`src/logic/cwcs_pkg.sv`:
```
/*
  Constants shared by the configuration word and clock select block:
  register offsets, field positions, reset values, codes and timing counts.
  Assumes a 40 MHz reference clock that stands in for the high-frequency oscillator.
*/
package cwcs_pkg;
  // Reference clock rate and derived cycle counts.
  localparam int CLK_HZ          = 40_000_000;
  localparam int CLK_MHZ         = 40;
  localparam int SEC_START_NS    = 2000;            // Secondary clock start-up time.
  localparam int SEC_START_CYC   = (SEC_START_NS * CLK_MHZ + 999) / 1000;
  localparam int PRI_STABLE_US   = 1000;            // Primary clock settling time.
  localparam int PRI_STABLE_CYC  = PRI_STABLE_US * CLK_MHZ;
  localparam int LF_OSC_HZ       = 31_000;
  localparam int LF_DIV_CYC      = CLK_HZ / LF_OSC_HZ;

  // APB register byte offsets.
  localparam logic [7:0] OFS_CFG_WORD   = 8'h00;
  localparam logic [7:0] OFS_OSC_CTRL   = 8'h04;
  localparam logic [7:0] OFS_SW_ENABLE  = 8'h08;
  localparam logic [7:0] OFS_USER_ID0   = 8'h10;
  localparam logic [7:0] OFS_USER_ID3   = 8'h1C;

  // Configuration word layout.
  localparam int CFG_W           = 14;
  localparam int CFG_OSC_SRC     = 0;
  localparam int CFG_BOR_LO      = 1;
  localparam int CFG_WDT_LO      = 3;
  localparam int CFG_PWRT_N      = 5;
  localparam int CFG_CP_N        = 7;
  localparam int CFG_WRT_LO      = 11;
  localparam logic [13:0] CFG_ERASED = 14'h3FFF;

  // Oscillator control layout and reset value.
  localparam int OSC_FSEL_LO     = 4;
  localparam int OSC_READY_BIT   = 3;
  localparam int OSC_STABLE_BIT  = 0;
  localparam logic [2:0] FSEL_DEFAULT = 3'h6;   // 8 MHz after any reset.
  localparam logic [2:0] FSEL_LF      = 3'h0;   // Low-frequency oscillator.
  localparam logic [2:0] FSEL_16M     = 3'h7;

  // Software enable register layout.
  localparam int SW_WDT_BIT      = 0;
  localparam int SW_BOR_BIT      = 1;

  // Two-bit enable field codes shared by watchdog and brown-out.
  localparam logic [1:0] EN_ALWAYS   = 2'h3;
  localparam logic [1:0] EN_RUN_ONLY = 2'h2;
  localparam logic [1:0] EN_SOFTWARE = 2'h1;

  localparam int DIV_W           = 6;
  localparam logic [5:0] DIV_WRAP = 6'h3F;
  localparam int USER_ID_NUM     = 4;
endpackage

```
`src/logic/cwcs_top.sv`:
```
/*
  Configuration word decode, system clock source select and divider, start-up
  flags, code protection gate and user ID store, with an APB register slave.
  Assumes the configuration strap word is steady around reset release, the
  external clock pin is asynchronous and slower than a quarter of REF_CLK, and
  SLEEP_MODE and the memory access requests come from logic on REF_CLK.
*/
`timescale 1ns/1ps

// What this block does
// - Source bit 1 picks external pin clock, 0 picks internal oscillator and frees pin.
// - Any reset loads frequency select with code 110, the 8 MHz rate.
// - Frequency select divides 16 MHz to 8 rates including 31 kHz oscillator.
// - Switching between high-frequency divider outputs needs no start-up delay.
// - Secondary high-frequency clock starts first, accurate primary clock afterwards.
// - Read-only ready flag sets when the secondary clock has started.
// - Read-only stable flag sets once the primary clock is stable.
// - Watchdog field: 11 always, 10 running only, 01 software bit, 00 off.
// - Brown-out field decodes likewise; software bit counts only under code 01.
// - Power-up timer bit is active low: 1 disables, 0 enables.
// - Brown-out enable never enables the power-up timer by itself.
// - Code protect low blocks external memory access; external reads return zero.
// - Internal reads unaffected; one code protect bit gates external reads and writes.
// - Apart from reset, code protection clears only through a bulk erase of the device.
// - Two-bit write protect field sizes the region blocked from self-writes.
// - Four user ID words are readable and writable in normal execution.
// - In external mode the pin's logic-level clock drives the system clock.
module cwcs_top
  import cwcs_pkg::*;
#(
  parameter int PRI_CYC = PRI_STABLE_CYC
) (
  input  wire logic        REF_CLK,
  input  wire logic        RST_N,
  input  wire logic        PSEL,
  input  wire logic        PENABLE,
  input  wire logic        PWRITE,
  input  wire logic [7:0]  PADDR,
  input  wire logic [31:0] PWDATA,
  output logic      [31:0] PRDATA,
  output logic             PREADY,
  output logic             PSLVERR,
  input  wire logic [13:0] CFG_STRAP,
  input  wire logic        BULK_ERASE,
  input  wire logic        CLOCK_INPUT_PIN,
  input  wire logic        SLEEP_MODE,
  input  wire logic        EXT_RD_REQ,
  input  wire logic [13:0] EXT_RD_MEM,
  input  wire logic        EXT_WR_REQ,
  output logic      [13:0] EXT_RD_DATA,
  output logic             EXT_WR_GO,
  output logic             SYS_CLK_TICK,
  output logic             CLOCK_INPUT_PIN_IS_GPIO,
  output logic             WATCHDOG_EN,
  output logic             BROWNOUT_EN,
  output logic             POWERUP_TIMER_EN,
  output logic      [1:0]  WRITE_PROTECT_SIZE
);

  // Shared decode of a two-bit enable field against the sleep state and software bit.
  function automatic logic field_enable(input logic [1:0] fld, input logic sw, input logic slp);
    logic en;
    en = 1'b0;
    case (fld)
      EN_ALWAYS:   en = 1'b1;
      EN_RUN_ONLY: en = ~slp;
      EN_SOFTWARE: en = sw;
      default:     en = 1'b0;
    endcase
    return en;
  endfunction

  typedef enum logic [1:0] {ST_SEC_WAIT, ST_PRI_WAIT, ST_RUN} cwcs_start_t;

  // ---------------- Register and configuration state ----------------
  logic [13:0] cfg_q, cfg_d;
  logic        cfg_load_q, cfg_load_d;
  logic [2:0]  fsel_q, fsel_d;
  logic        sw_wdt_q, sw_wdt_d;
  logic        sw_bor_q, sw_bor_d;
  logic [13:0] uid_q [USER_ID_NUM];
  logic [13:0] uid_d [USER_ID_NUM];
  logic [31:0] rdata_q, rdata_d;
  logic        err_q, err_d;
  logic        wdt_q, wdt_d, bor_q, bor_d, pwrt_q, pwrt_d;
  logic [13:0] ext_rd_q, ext_rd_d;
  logic        ready_flag, stable_flag;

  logic apb_setup, apb_wr;
  logic mapped;
  logic [1:0] uid_idx;
  assign apb_setup = PSEL & ~PENABLE;
  assign apb_wr    = PSEL & PENABLE & PWRITE;
  assign uid_idx   = PADDR[3:2];
  assign mapped    = (PADDR == OFS_CFG_WORD) || (PADDR == OFS_OSC_CTRL) ||
                     (PADDR == OFS_SW_ENABLE) ||
                     (PADDR >= OFS_USER_ID0 && PADDR <= OFS_USER_ID3 && PADDR[1:0] == 2'h0);

  // Next values for registers, decoded enables and the protected read path.
  always_comb begin
    cfg_d      = cfg_q;
    cfg_load_d = 1'b0;
    fsel_d     = fsel_q;
    sw_wdt_d   = sw_wdt_q;
    sw_bor_d   = sw_bor_q;
    uid_d      = uid_q;
    rdata_d    = rdata_q;
    err_d      = err_q;
    // The strap is caught one edge after release, never under the reset itself.
    if (cfg_load_q) begin
      cfg_d = CFG_STRAP;
    end
    // Apart from reset, only a bulk erase returns the word, code protect included, to erased ones.
    if (BULK_ERASE) begin
      cfg_d = CFG_ERASED;
    end
    if (apb_wr && PADDR == OFS_OSC_CTRL) begin
      fsel_d = PWDATA[OSC_FSEL_LO +: 3];
    end
    if (apb_wr && PADDR == OFS_SW_ENABLE) begin
      sw_wdt_d = PWDATA[SW_WDT_BIT];
      sw_bor_d = PWDATA[SW_BOR_BIT];
    end
    if (apb_wr && PADDR >= OFS_USER_ID0 && PADDR <= OFS_USER_ID3 && mapped) begin
      uid_d[uid_idx] = PWDATA[13:0];
    end
    // Read data and error are captured in the setup cycle so they stand in the access phase.
    if (apb_setup) begin
      err_d   = ~mapped;
      rdata_d = 32'h0000_0000;
      if (PADDR == OFS_CFG_WORD) begin
        rdata_d[13:0] = cfg_q;
      end else if (PADDR == OFS_OSC_CTRL) begin
        rdata_d[OSC_FSEL_LO +: 3]  = fsel_q;
        rdata_d[OSC_READY_BIT]     = ready_flag;
        rdata_d[OSC_STABLE_BIT]    = stable_flag;
      end else if (PADDR == OFS_SW_ENABLE) begin
        rdata_d[SW_WDT_BIT] = sw_wdt_q;
        rdata_d[SW_BOR_BIT] = sw_bor_q;
      end else if (mapped) begin
        rdata_d[13:0] = uid_q[uid_idx];
      end
    end
    wdt_d  = field_enable(cfg_q[CFG_WDT_LO +: 2], sw_wdt_q, SLEEP_MODE);
    bor_d  = field_enable(cfg_q[CFG_BOR_LO +: 2], sw_bor_q, SLEEP_MODE);
    // The timer enable looks at its own bit only, whatever brown-out does.
    pwrt_d = ~cfg_q[CFG_PWRT_N];
    // Internal program reads bypass this gate entirely; only the external port is masked.
    ext_rd_d = ext_rd_q;
    if (EXT_RD_REQ) begin
      ext_rd_d = cfg_q[CFG_CP_N] ? EXT_RD_MEM : 14'h0000;
    end
  end

  // Register stage; the reset value of the frequency select is the 8 MHz code.
  always_ff @(posedge REF_CLK or negedge RST_N) begin
    if (!RST_N) begin
      cfg_q      <= CFG_ERASED;
      cfg_load_q <= 1'b1;
      fsel_q     <= FSEL_DEFAULT;
      sw_wdt_q   <= 1'b0;
      sw_bor_q   <= 1'b0;
      for (int i = 0; i < USER_ID_NUM; i++) begin
        uid_q[i] <= 14'h0000;
      end
      rdata_q    <= 32'h0000_0000;
      err_q      <= 1'b0;
      wdt_q      <= 1'b0;
      bor_q      <= 1'b0;
      pwrt_q     <= 1'b0;
      ext_rd_q   <= 14'h0000;
    end else begin
      cfg_q      <= cfg_d;
      cfg_load_q <= cfg_load_d;
      fsel_q     <= fsel_d;
      sw_wdt_q   <= sw_wdt_d;
      sw_bor_q   <= sw_bor_d;
      uid_q      <= uid_d;
      rdata_q    <= rdata_d;
      err_q      <= err_d;
      wdt_q      <= wdt_d;
      bor_q      <= bor_d;
      pwrt_q     <= pwrt_d;
      ext_rd_q   <= ext_rd_d;
    end
  end

  assign PREADY             = 1'b1;
  assign PRDATA             = rdata_q;
  assign PSLVERR            = err_q & PSEL & PENABLE;
  assign WATCHDOG_EN        = wdt_q;
  assign BROWNOUT_EN        = bor_q;
  assign POWERUP_TIMER_EN   = pwrt_q;
  assign EXT_RD_DATA        = ext_rd_q;
  assign EXT_WR_GO          = EXT_WR_REQ & cfg_q[CFG_CP_N];
  assign WRITE_PROTECT_SIZE = cfg_q[CFG_WRT_LO +: 2];
  assign CLOCK_INPUT_PIN_IS_GPIO      = ~cfg_q[CFG_OSC_SRC];

  // ---------------- Oscillator start-up sequence ----------------
  cwcs_start_t st_q, st_d;
  logic [31:0] st_cnt_q, st_cnt_d;

  // The fast secondary clock is reported first; the accurate primary follows.
  always_comb begin
    st_d     = st_q;
    st_cnt_d = st_cnt_q + 32'd1;
    case (st_q)
      ST_SEC_WAIT: begin
        if (st_cnt_q == 32'(SEC_START_CYC - 1)) begin
          st_d     = ST_PRI_WAIT;
          st_cnt_d = 32'd0;
        end
      end
      ST_PRI_WAIT: begin
        if (st_cnt_q == 32'(PRI_CYC - 1)) begin
          st_d     = ST_RUN;
          st_cnt_d = 32'd0;
        end
      end
      ST_RUN:  st_cnt_d = 32'd0;
      default: st_d = ST_SEC_WAIT;
    endcase
  end

  always_ff @(posedge REF_CLK or negedge RST_N) begin
    if (!RST_N) begin
      st_q     <= ST_SEC_WAIT;
      st_cnt_q <= 32'd0;
    end else begin
      st_q     <= st_d;
      st_cnt_q <= st_cnt_d;
    end
  end

  assign ready_flag  = (st_q != ST_SEC_WAIT);
  assign stable_flag = (st_q == ST_RUN);

  // ---------------- Clock source select and divider ----------------
  logic [2:0]  pin_sync_q, pin_sync_d;
  logic [5:0]  div_q, div_d;
  logic [2:0]  act_sel_q, act_sel_d;
  logic [10:0] lf_cnt_q, lf_cnt_d;
  logic        tick_q, tick_d;
  logic        pin_rise, lf_tick;
  logic [5:0]  mask;

  assign pin_rise = pin_sync_q[1] & ~pin_sync_q[2];
  assign lf_tick  = (lf_cnt_q == 11'(LF_DIV_CYC - 1));
  // Code 7 passes every tick; each lower code down to 1 halves the rate again.
  // Code 1 needs the full 64-count wrap, so the shift is one less than the code.
  assign mask     = DIV_WRAP >> (act_sel_q - 3'h1);

  // Selection is taken only at the full divider wrap, where every divided rate has an edge,
  // so only a switch into code 0, whose counter runs free, can produce a runt period; high-frequency switches need no wait.
  always_comb begin
    pin_sync_d = {pin_sync_q[1:0], CLOCK_INPUT_PIN};
    div_d      = div_q + 6'h01;
    lf_cnt_d   = lf_tick ? 11'h000 : lf_cnt_q + 11'h001;
    act_sel_d  = act_sel_q;
    if (div_q == DIV_WRAP) begin
      act_sel_d = fsel_q;
    end
    if (cfg_q[CFG_OSC_SRC]) begin
      tick_d = pin_rise;
    end else if (act_sel_q == FSEL_LF) begin
      tick_d = lf_tick;
    end else begin
      tick_d = ((div_q & mask) == mask);
    end
  end

  always_ff @(posedge REF_CLK or negedge RST_N) begin
    if (!RST_N) begin
      pin_sync_q <= 3'h0;
      div_q      <= 6'h00;
      act_sel_q  <= FSEL_DEFAULT;
      lf_cnt_q   <= 11'h000;
      tick_q     <= 1'b0;
    end else begin
      pin_sync_q <= pin_sync_d;
      div_q      <= div_d;
      act_sel_q  <= act_sel_d;
      lf_cnt_q   <= lf_cnt_d;
      tick_q     <= tick_d;
    end
  end

  assign SYS_CLK_TICK = tick_q;

  logic first_q;
  always_ff @(posedge REF_CLK or negedge RST_N) begin
    if (!RST_N) begin
      first_q <= 1'b1;
    end else begin
      first_q <= 1'b0;
    end
  end
endmodule // cwcs_top

```
`config.mk`:
```
export PLATFORM = sky130hd
export DESIGN_NAME = cwcs_top
export DESIGN_NICKNAME = d
export VERILOG_FILES = /design/src/logic/cwcs_pkg.sv /design/src/logic/cwcs_top.sv
export SDC_FILE = /design/constraint.sdc
export NUM_CORES = 1
export LEC_CHECK = 0
export BUFFER_PORTS_ARGS = -buffer_cell sky130_fd_sc_hd__buf_2
export CAP_MARGIN = 20
export CORE_MARGIN = 8
export CORE_UTILIZATION = 40
export DETAILED_ROUTE_END_ITERATION = 16
export PLACE_DENSITY_LB_ADDON = 0.12
export SLEW_MARGIN = 20
export SYNTH_ARGS = -nofsm -noshare
export SYNTH_HDL_FRONTEND = slang
export SYNTH_SLANG_ARGS = --single-unit
```
`constraint.sdc`:
```
create_clock -name REF_CLK -period 4.9 [get_ports REF_CLK]
set_input_delay 0.49 -clock REF_CLK [delete_from_list [all_inputs] [get_ports REF_CLK]]
set_output_delay 0.49 -clock REF_CLK [all_outputs]
set_load 0.1 [all_outputs]
```
==> results of run 1 <==
-- path summary, 6_finish.rpt --
check / endpoint / slack, ns / depth (start not counted)
worst max-delay path: uid_q[37]$_DFFE_PN0P_ / 2.56 / 5
worst min-delay path: div_q[2]$_DFF_PN0_ / 0.07 / 1
worst max register to register: st_cnt_q[16]$_DFF_PN0_ / 2.62 / 5
worst min register to register: pin_sync_q[1]$_DFF_PN0_ / 0.35 / 0
max in group asynchronous: uid_q[13]$_DFFE_PN0P_ / 3.72 / 2
min in group REF_CLK: pin_sync_q[0]$_DFF_PN0_ / 0.17 / 1
-- sequential cells by signal, indices dropped and copies added, names as in the netlist, 3 cells and up --
register     flops
uid_q           56
pin_sync_q       3
st_cnt_q        32
lf_cnt_q        11
PRDATA          14
cfg_q           14
div_q            6
fsel_q           3
EXT_RD_DATA     14
act_sel_q        3
-- worst max-delay path, stage by stage --
cell	delay (ns)
buf_2	0.10
nor3_2	0.28
and3_1	0.57
and4_1	0.79
mux2_2	0.41
-- kinds of logic (layout without fill, tap and decap cells) --
logic type	Yosys count	count (layout)	synth area share (%)
AND/OR/NAND/NOR	204	204	13.4
XOR/XNOR	41	41	4.67
adder cells (fa/ha/maj)	8	8	1.30
buffers and inverters	84	166	5.43
flip-flops	166	166	54.3
AO/OA/AOI/OAI	74	74	6.07
multiplexers	89	89	14.7
other	2	20	0.0976
-- per-layer routing --
| layer | up-vias | GRT usage (%) |
|---|---|---|
| li1 | 2476 | - |
| met1 | 2551 | 20.4 |
| met2 | 112 | 22.4 |
| met3 | 15 | 5.02 |
| met4 | 4 | 3.22 |
| met5 | - | 0 |
-- cells in the mapped netlist, drive strengths merged (2+ instances only) --
cell / number
a21o: 2
a21oi: 10
a22o: 2
a22oi: 11
and3: 14
and4: 6
buf: 35
clkbuf: 15
conb: 2
dfrtp: 147
dfstp: 19
ha: 8
inv: 34
mux2: 64
mux2i: 12
mux4: 13
nand2: 52
nand2b: 2
nand3: 38
nand4: 14
nand4b: 3
nor2: 48
nor3: 10
nor4: 10
o211ai: 4
o21ai: 33
o22ai: 2
o31ai: 2
or4: 2
xnor2: 15
xor2: 26
-- report_power, final --
| part | leakage [uW] | internal (uW) | total [uW] | switching (uW) |
|---|---|---|---|---|
| combinational | 0.00184 | 61.4 | 343 | 282 |
| sequential | 0.00217 | 1410 | 1430 | 22.1 |
| clock | 0.000304 | 826 | 1420 | 596 |
-- stage by stage --
stage / utilization (%) / hold slack, ns / worst slack [ns] / total power (uW) / instance area, um^2
after floorplan: - / 0.194 / 2.88 / 1720 / 7760
after global placement: 44.2 / 0.338 / 2.08 / 1800 / 8290
after CTS: 47.5 / 0.0922 / 2.52 / 3230 / 8910
final: 47.5 / 0.0663 / 2.56 / 3190 / 8910
after global routing: 47.5 / 0.107 / 2.38 / 3320 / 8910
after detailed placement: 44.2 / 0.338 / 2.06 / 1800 / 8290
-- cell type report --
cell class	count	area share, %
inverter	34	1.43
timing repair buffer	100	5.80
sequential	166	46.9
multi-input combinational	436	35.6
tap	234	3.28
clock inverter	15	2.27
clock buffer	17	4.77
==> qor.yml, run 1 <==
critical_path:
  endpoint_kind: "flop"
  worstPathMaxFanout: 14
  startpoint: "PADDR[1]"
  required_ns: 5.22
  critical_path_class: "primary input to flop"
  arrival_ns: 2.66
  setup.worst_path.start_class: "primary input"
  r2r-start: "st_cnt_q[16]$_DFF_PN0_"
synthesis:
  synthTopCellsByArea: "dfrtp_1, mux2_2, dfstp_2, mux4_2, xor2_1"
  synthDistinctLibCells: 52
  syn_avg_cell_area_um2: 11.5
  synthArstFlopShare_pct: 100
  yosys.area.top_type_share_pct: 47.8
  synthCells: 668
  ys_ff_latch: 166
  syn_area_um2: 7690
  yosys.area.top_type: "dfrtp_1"
  seq_area_frac_synth_pct: 54.3
  synthFlopType: "dfrtp_1"
  ys_warn_count: 0
  synth-edff-count: 0
cts:
  clock_latency_ns: 0.43
  path_clk_slew_ns: 0.07
  cts_tree: "yes"
  cts-root-buf: "clkbuf_16"
  hold_buffers: 0
  cts.sinks: 166
  post-cts-setup-buffer-count: 0
  cts-resized-gates: 0
  htree_levels: 4
  cts_buffers: 17
  clockBufferDepth: 2
route:
  wl_met2_um: 7550
  post_drt_wl_per_cell_um: 17.2
  vias: 5158
  antenna_left: 0
  wl_met3_um: 1090
  drt_iter0_markers: 252
  routed.top_layer: "met5"
  met1_length_um: 8410
  routed_wl_um: 17200
  avgViaCountPerCell: 5.15
  drt_first_pass_iters: 4
  drc: 0
sta:
  finalMaxSlewViolations: 0
  worst-slew-pin-transition_ns: 0.974
  rsz0062_at_grt: "no"
  hold_viol_final: 0
  tns_ns: 0
  setup-violations-final: 0
  fmax_mhz: 427
  period_minus_slack_ns: 2.34
  clock_skew_ns: 0.00890
  min_period_over_period_pct: 47.8
  max-slew-margin-rel_pct: 34.5
floorplan:
  die_w_um: 155
  start_util_pct: 41.0
  pin_count: 134
  design.die.area_um2: 23900
  coreArea_um2: 18800
  std_cell_rows: 50
  die_h_um: 155
job:
  maxCapViolCount: 0
pwr:
  p_per_area_nw_per_um2: 358
  leakage_uw: 0.00431
  ir_drop_mv: 0.230
global_routing:
  track_usage_pct: 14.9
  grt_pass1_wl_um: 28500
  overflow: 0
  antenna_found_initial: 2
  grt_max_degree: 75
  grt_pass1_vias: 5334
placed_design:
  gp_congestion: 0.777
  portBuffers: 96
  dp_hpwl_um: 12100
  dp_cells: 970
final_layout:
  n_fill_cell: 1754
  layout_common_cells: "dfrtp_1, buf_2, mux2_2"
  drive_gt1_share_pct: 31.0
  final_cell_count_no_fill: 1002
  final-seq-area_um2: 4180
  n_antenna_cell: 0
  synthToLayoutAreaGrowth_pct: 15.9
  layout_commonest_cell: "dfrtp_1"
  multi_input_area_um2: 3170
  nNetsFinal: 841
min_path:
  holdCritPathClass: "primary input to async pin"
outcome:
  status: "finished clean"
No activity file was read; power rests on OpenSTA's default activity.
==> run 2: changes to the inputs <==
--- a/config.mk
+++ b/config.mk
@@ -5,6 +5,7 @@
 export SDC_FILE = /design/constraint.sdc
 export NUM_CORES = 1
 export LEC_CHECK = 0
+export ABC_AREA = 1
 export BUFFER_PORTS_ARGS = -buffer_cell sky130_fd_sc_hd__buf_2
 export CAP_MARGIN = 20
 export CORE_MARGIN = 8
==> constraint.sdc (replaced) <==
create_clock -name REF_CLK -period 2 [get_ports REF_CLK]
set_input_delay 0.2 -clock REF_CLK [delete_from_list [all_inputs] [get_ports REF_CLK]]
set_output_delay 0.2 -clock REF_CLK [all_outputs]
set_load 0.1 [all_outputs]
==> run 2 against run 1 <==
Core utilization rose by 1.1 points. Highest routed layer unchanged. Sequential cell count did not move. Critical endpoint is now st_cnt_q[6]$_DFF_PN0_. Register-to-register slack got worse by 2.3 ns.
==> qor.yml, run 2 <==
final_layout:
  top_regs: "uid_q (56), st_cnt_q (32)"
  layout_commonest_cell: "nand2_1"
  largest-register: "uid_q"
  synthToLayoutAreaGrowth_pct: 19.7
  post-route-cell-area_um2: 10200
  final_cell_count_no_fill: 1453
  layout_common_cells: "nand2_1, dfrtp_1, inv_1"
  largest_reg_flops: 56
  drive_gt1_share_pct: 18.6
  nNetsFinal: 1250
min_path:
  holdCritPathClass: "primary input to flop"
synthesis:
  yosys.area.top_type: "dfrtp_1"
  syn_area_um2: 8540
  synthCells: 1034
  synth-edff-count: 0
  yosysMostFrequentCell: "nand2_1"
  seq_area_frac_synth_pct: 48.9
  synth_common_cells: "nand2_1, dfrtp_1, inv_1"
  ys_warn_count: 0
  yosys.area.top_type_share_pct: 43.1
  synthFlopType: "dfrtp_1"
  syn_avg_cell_area_um2: 8.26
  synthTopCellsByArea: "dfrtp_1, nand2_1, inv_1, dfstp_2, o21ai_0"
  ys_ff_latch: 166
  synthArstFlopShare_pct: 100
  synthDistinctLibCells: 42
critical_path:
  endpoint_kind: "flop"
  arrival_ns: 2.03
  worstPathMaxFanout: 5
  setup.worst_path.start_class: "flop"
  critical_path_class: "flop to flop"
  required_ns: 2.31
pwr:
  ir_drop_mv: 0.443
  p_per_area_nw_per_um2: 804
  leakage_uw: 0.00503
cts:
  htree_levels: 4
  clock_latency_ns: 0.44
  cts-resized-gates: 0
  cts-root-buf: "clkbuf_16"
  clockBufferDepth: 2
  cts.sinks: 166
  path_clk_slew_ns: 0.08
  cts_buffers: 17
  cts_tree: "yes"
sta:
  hold_viol_final: 0
  worst-slew-pin-transition_ns: 0.703
  clock_skew_ns: 0.0157
  period_minus_slack_ns: 1.71
  fin_ws_ns: 0.285
  whs_ns: 0.0106
  finalMaxSlewViolations: 0
  setup-violations-final: 0
  min_period_over_period_pct: 85.7
  fmax_mhz: 583
  rsz0062_at_grt: "no"
  tns_ns: 0
  max-slew-margin-rel_pct: 53.0
floorplan:
  die_w_um: 162
  die_h_um: 162
  start_util_pct: 40.6
  design.die.area_um2: 26300
  std_cell_rows: 53
  coreArea_um2: 21000
  pin_count: 134
route:
  avgViaCountPerCell: 4.87
  post_drt_wl_per_cell_um: 15.3
  vias: 7076
  drt_first_pass_iters: 4
  routed_wl_um: 22200
  antenna_left: 0
  drt_iter0_markers: 421
  drc: 0
placed_design:
  dp_hpwl_um: 16000
  gp_congestion: 0.892
  dp_cells: 1393
  portBuffers: 96
  dp_slack_ns: 0.224
  placed_area_um2: 9320
global_routing:
  grt_max_degree: 51
  overflow: 0
  track_usage_pct: 17.4
  grt_pass1_wl_um: 36900
  antenna_found_initial: 2
  grt_pass1_vias: 7217
outcome:
  status: "finished clean"
job:
  maxCapViolCount: 0
## run 2: final timing paths
kind	depth (start not counted)	slack, ns	from	endpoint
max	10	0.29	st_cnt_q[0]$_DFF_PN0_	st_cnt_q[6]$_DFF_PN0_
min	3	0.01	PWDATA[12]	uid_q[40]$_DFFE_PN0P_
max reg2reg	10	0.29	st_cnt_q[0]$_DFF_PN0_	st_cnt_q[6]$_DFF_PN0_
min reg2reg	0	0.35	pin_sync_q[0]$_DFF_PN0_	pin_sync_q[1]$_DFF_PN0_
max in group asynchronous	3	1.09	RST_N	cfg_q[3]$_DFFE_PN1P_
min in group asynchronous	2	0.25	RST_N	lf_cnt_q[5]$_DFF_PN0_
## run 2: stage by stage
step                      power [uW]  utilization [%]
after floorplan                 4430                -
after global placement          4710             44.3
after detailed placement        4720             44.3
after CTS                       8310             48.6
after global routing            8530             48.6
final                           8220             48.6
## run 2: cell families after synthesis
group | after synthesis | share of synthesized area (%)
xor gates and xnor gates | 35 | 3.59
buffers and inverters | 191 | 10.1
and+or+nand+nor | 426 | 22.6
DFF | 166 | 48.9
other | 2 | 0.0880
adders and majority gates | 8 | 1.17
AOI/OAI and AO/OA | 201 | 12.8
muxes | 5 | 0.659
## run 2: final cells by class
class / instances / area [um^2]
clock inverters: 13 / 184
inverters: 136 / 510
well taps: 275 / 344
clock buffers: 19 / 443
flip-flops and latches: 166 / 4180
multi-input cells: 695 / 3560
diodes: 1 / 2.50
fillers: 2068 / 10800
repair buffers: 148 / 995
## run 2: what timing repair did
item,in CTS,in global routing
buffers inserted,0,0
hold endpoints to repair,62,0
hold buffers,27,0
## run 2: worst max-delay path, stage by stage (launching register included)
cell and delay (ns):
dfrtp_1 0.39, ha_1 0.21, nand2_1 0.08, nor2_1 0.08, buf_4 0.14, nand2_1 0.06
nor2_1 0.24, xor2_1 0.17, inv_1 0.08, nand3_1 0.07, nand3_1 0.08
## run 2: metal layers
| metal | track usage [%] | routed length [um] | part of all wire, % |
|---|---|---|---|
| met5 | 0 | 12 | 0.054 |
| met4 | 4.63 | 278 | 1.3 |
| met3 | 3.87 | 958 | 4.3 |
| met2 | 28.1 | 10500 | 47 |
| met1 | 23.3 | 10500 | 47 |
## run 2: report_power, final
part | total, uW | switching [uW] | leakage (uW) | internal, uW
Combinational | 1170 | 955 | 0.00277 | 216
Sequential | 3520 | 55.9 | 0.00195 | 3460
Clock | 3530 | 1490 | 0.000305 | 2050
Total | 8220 | 2500 | 0.00503 | 5720
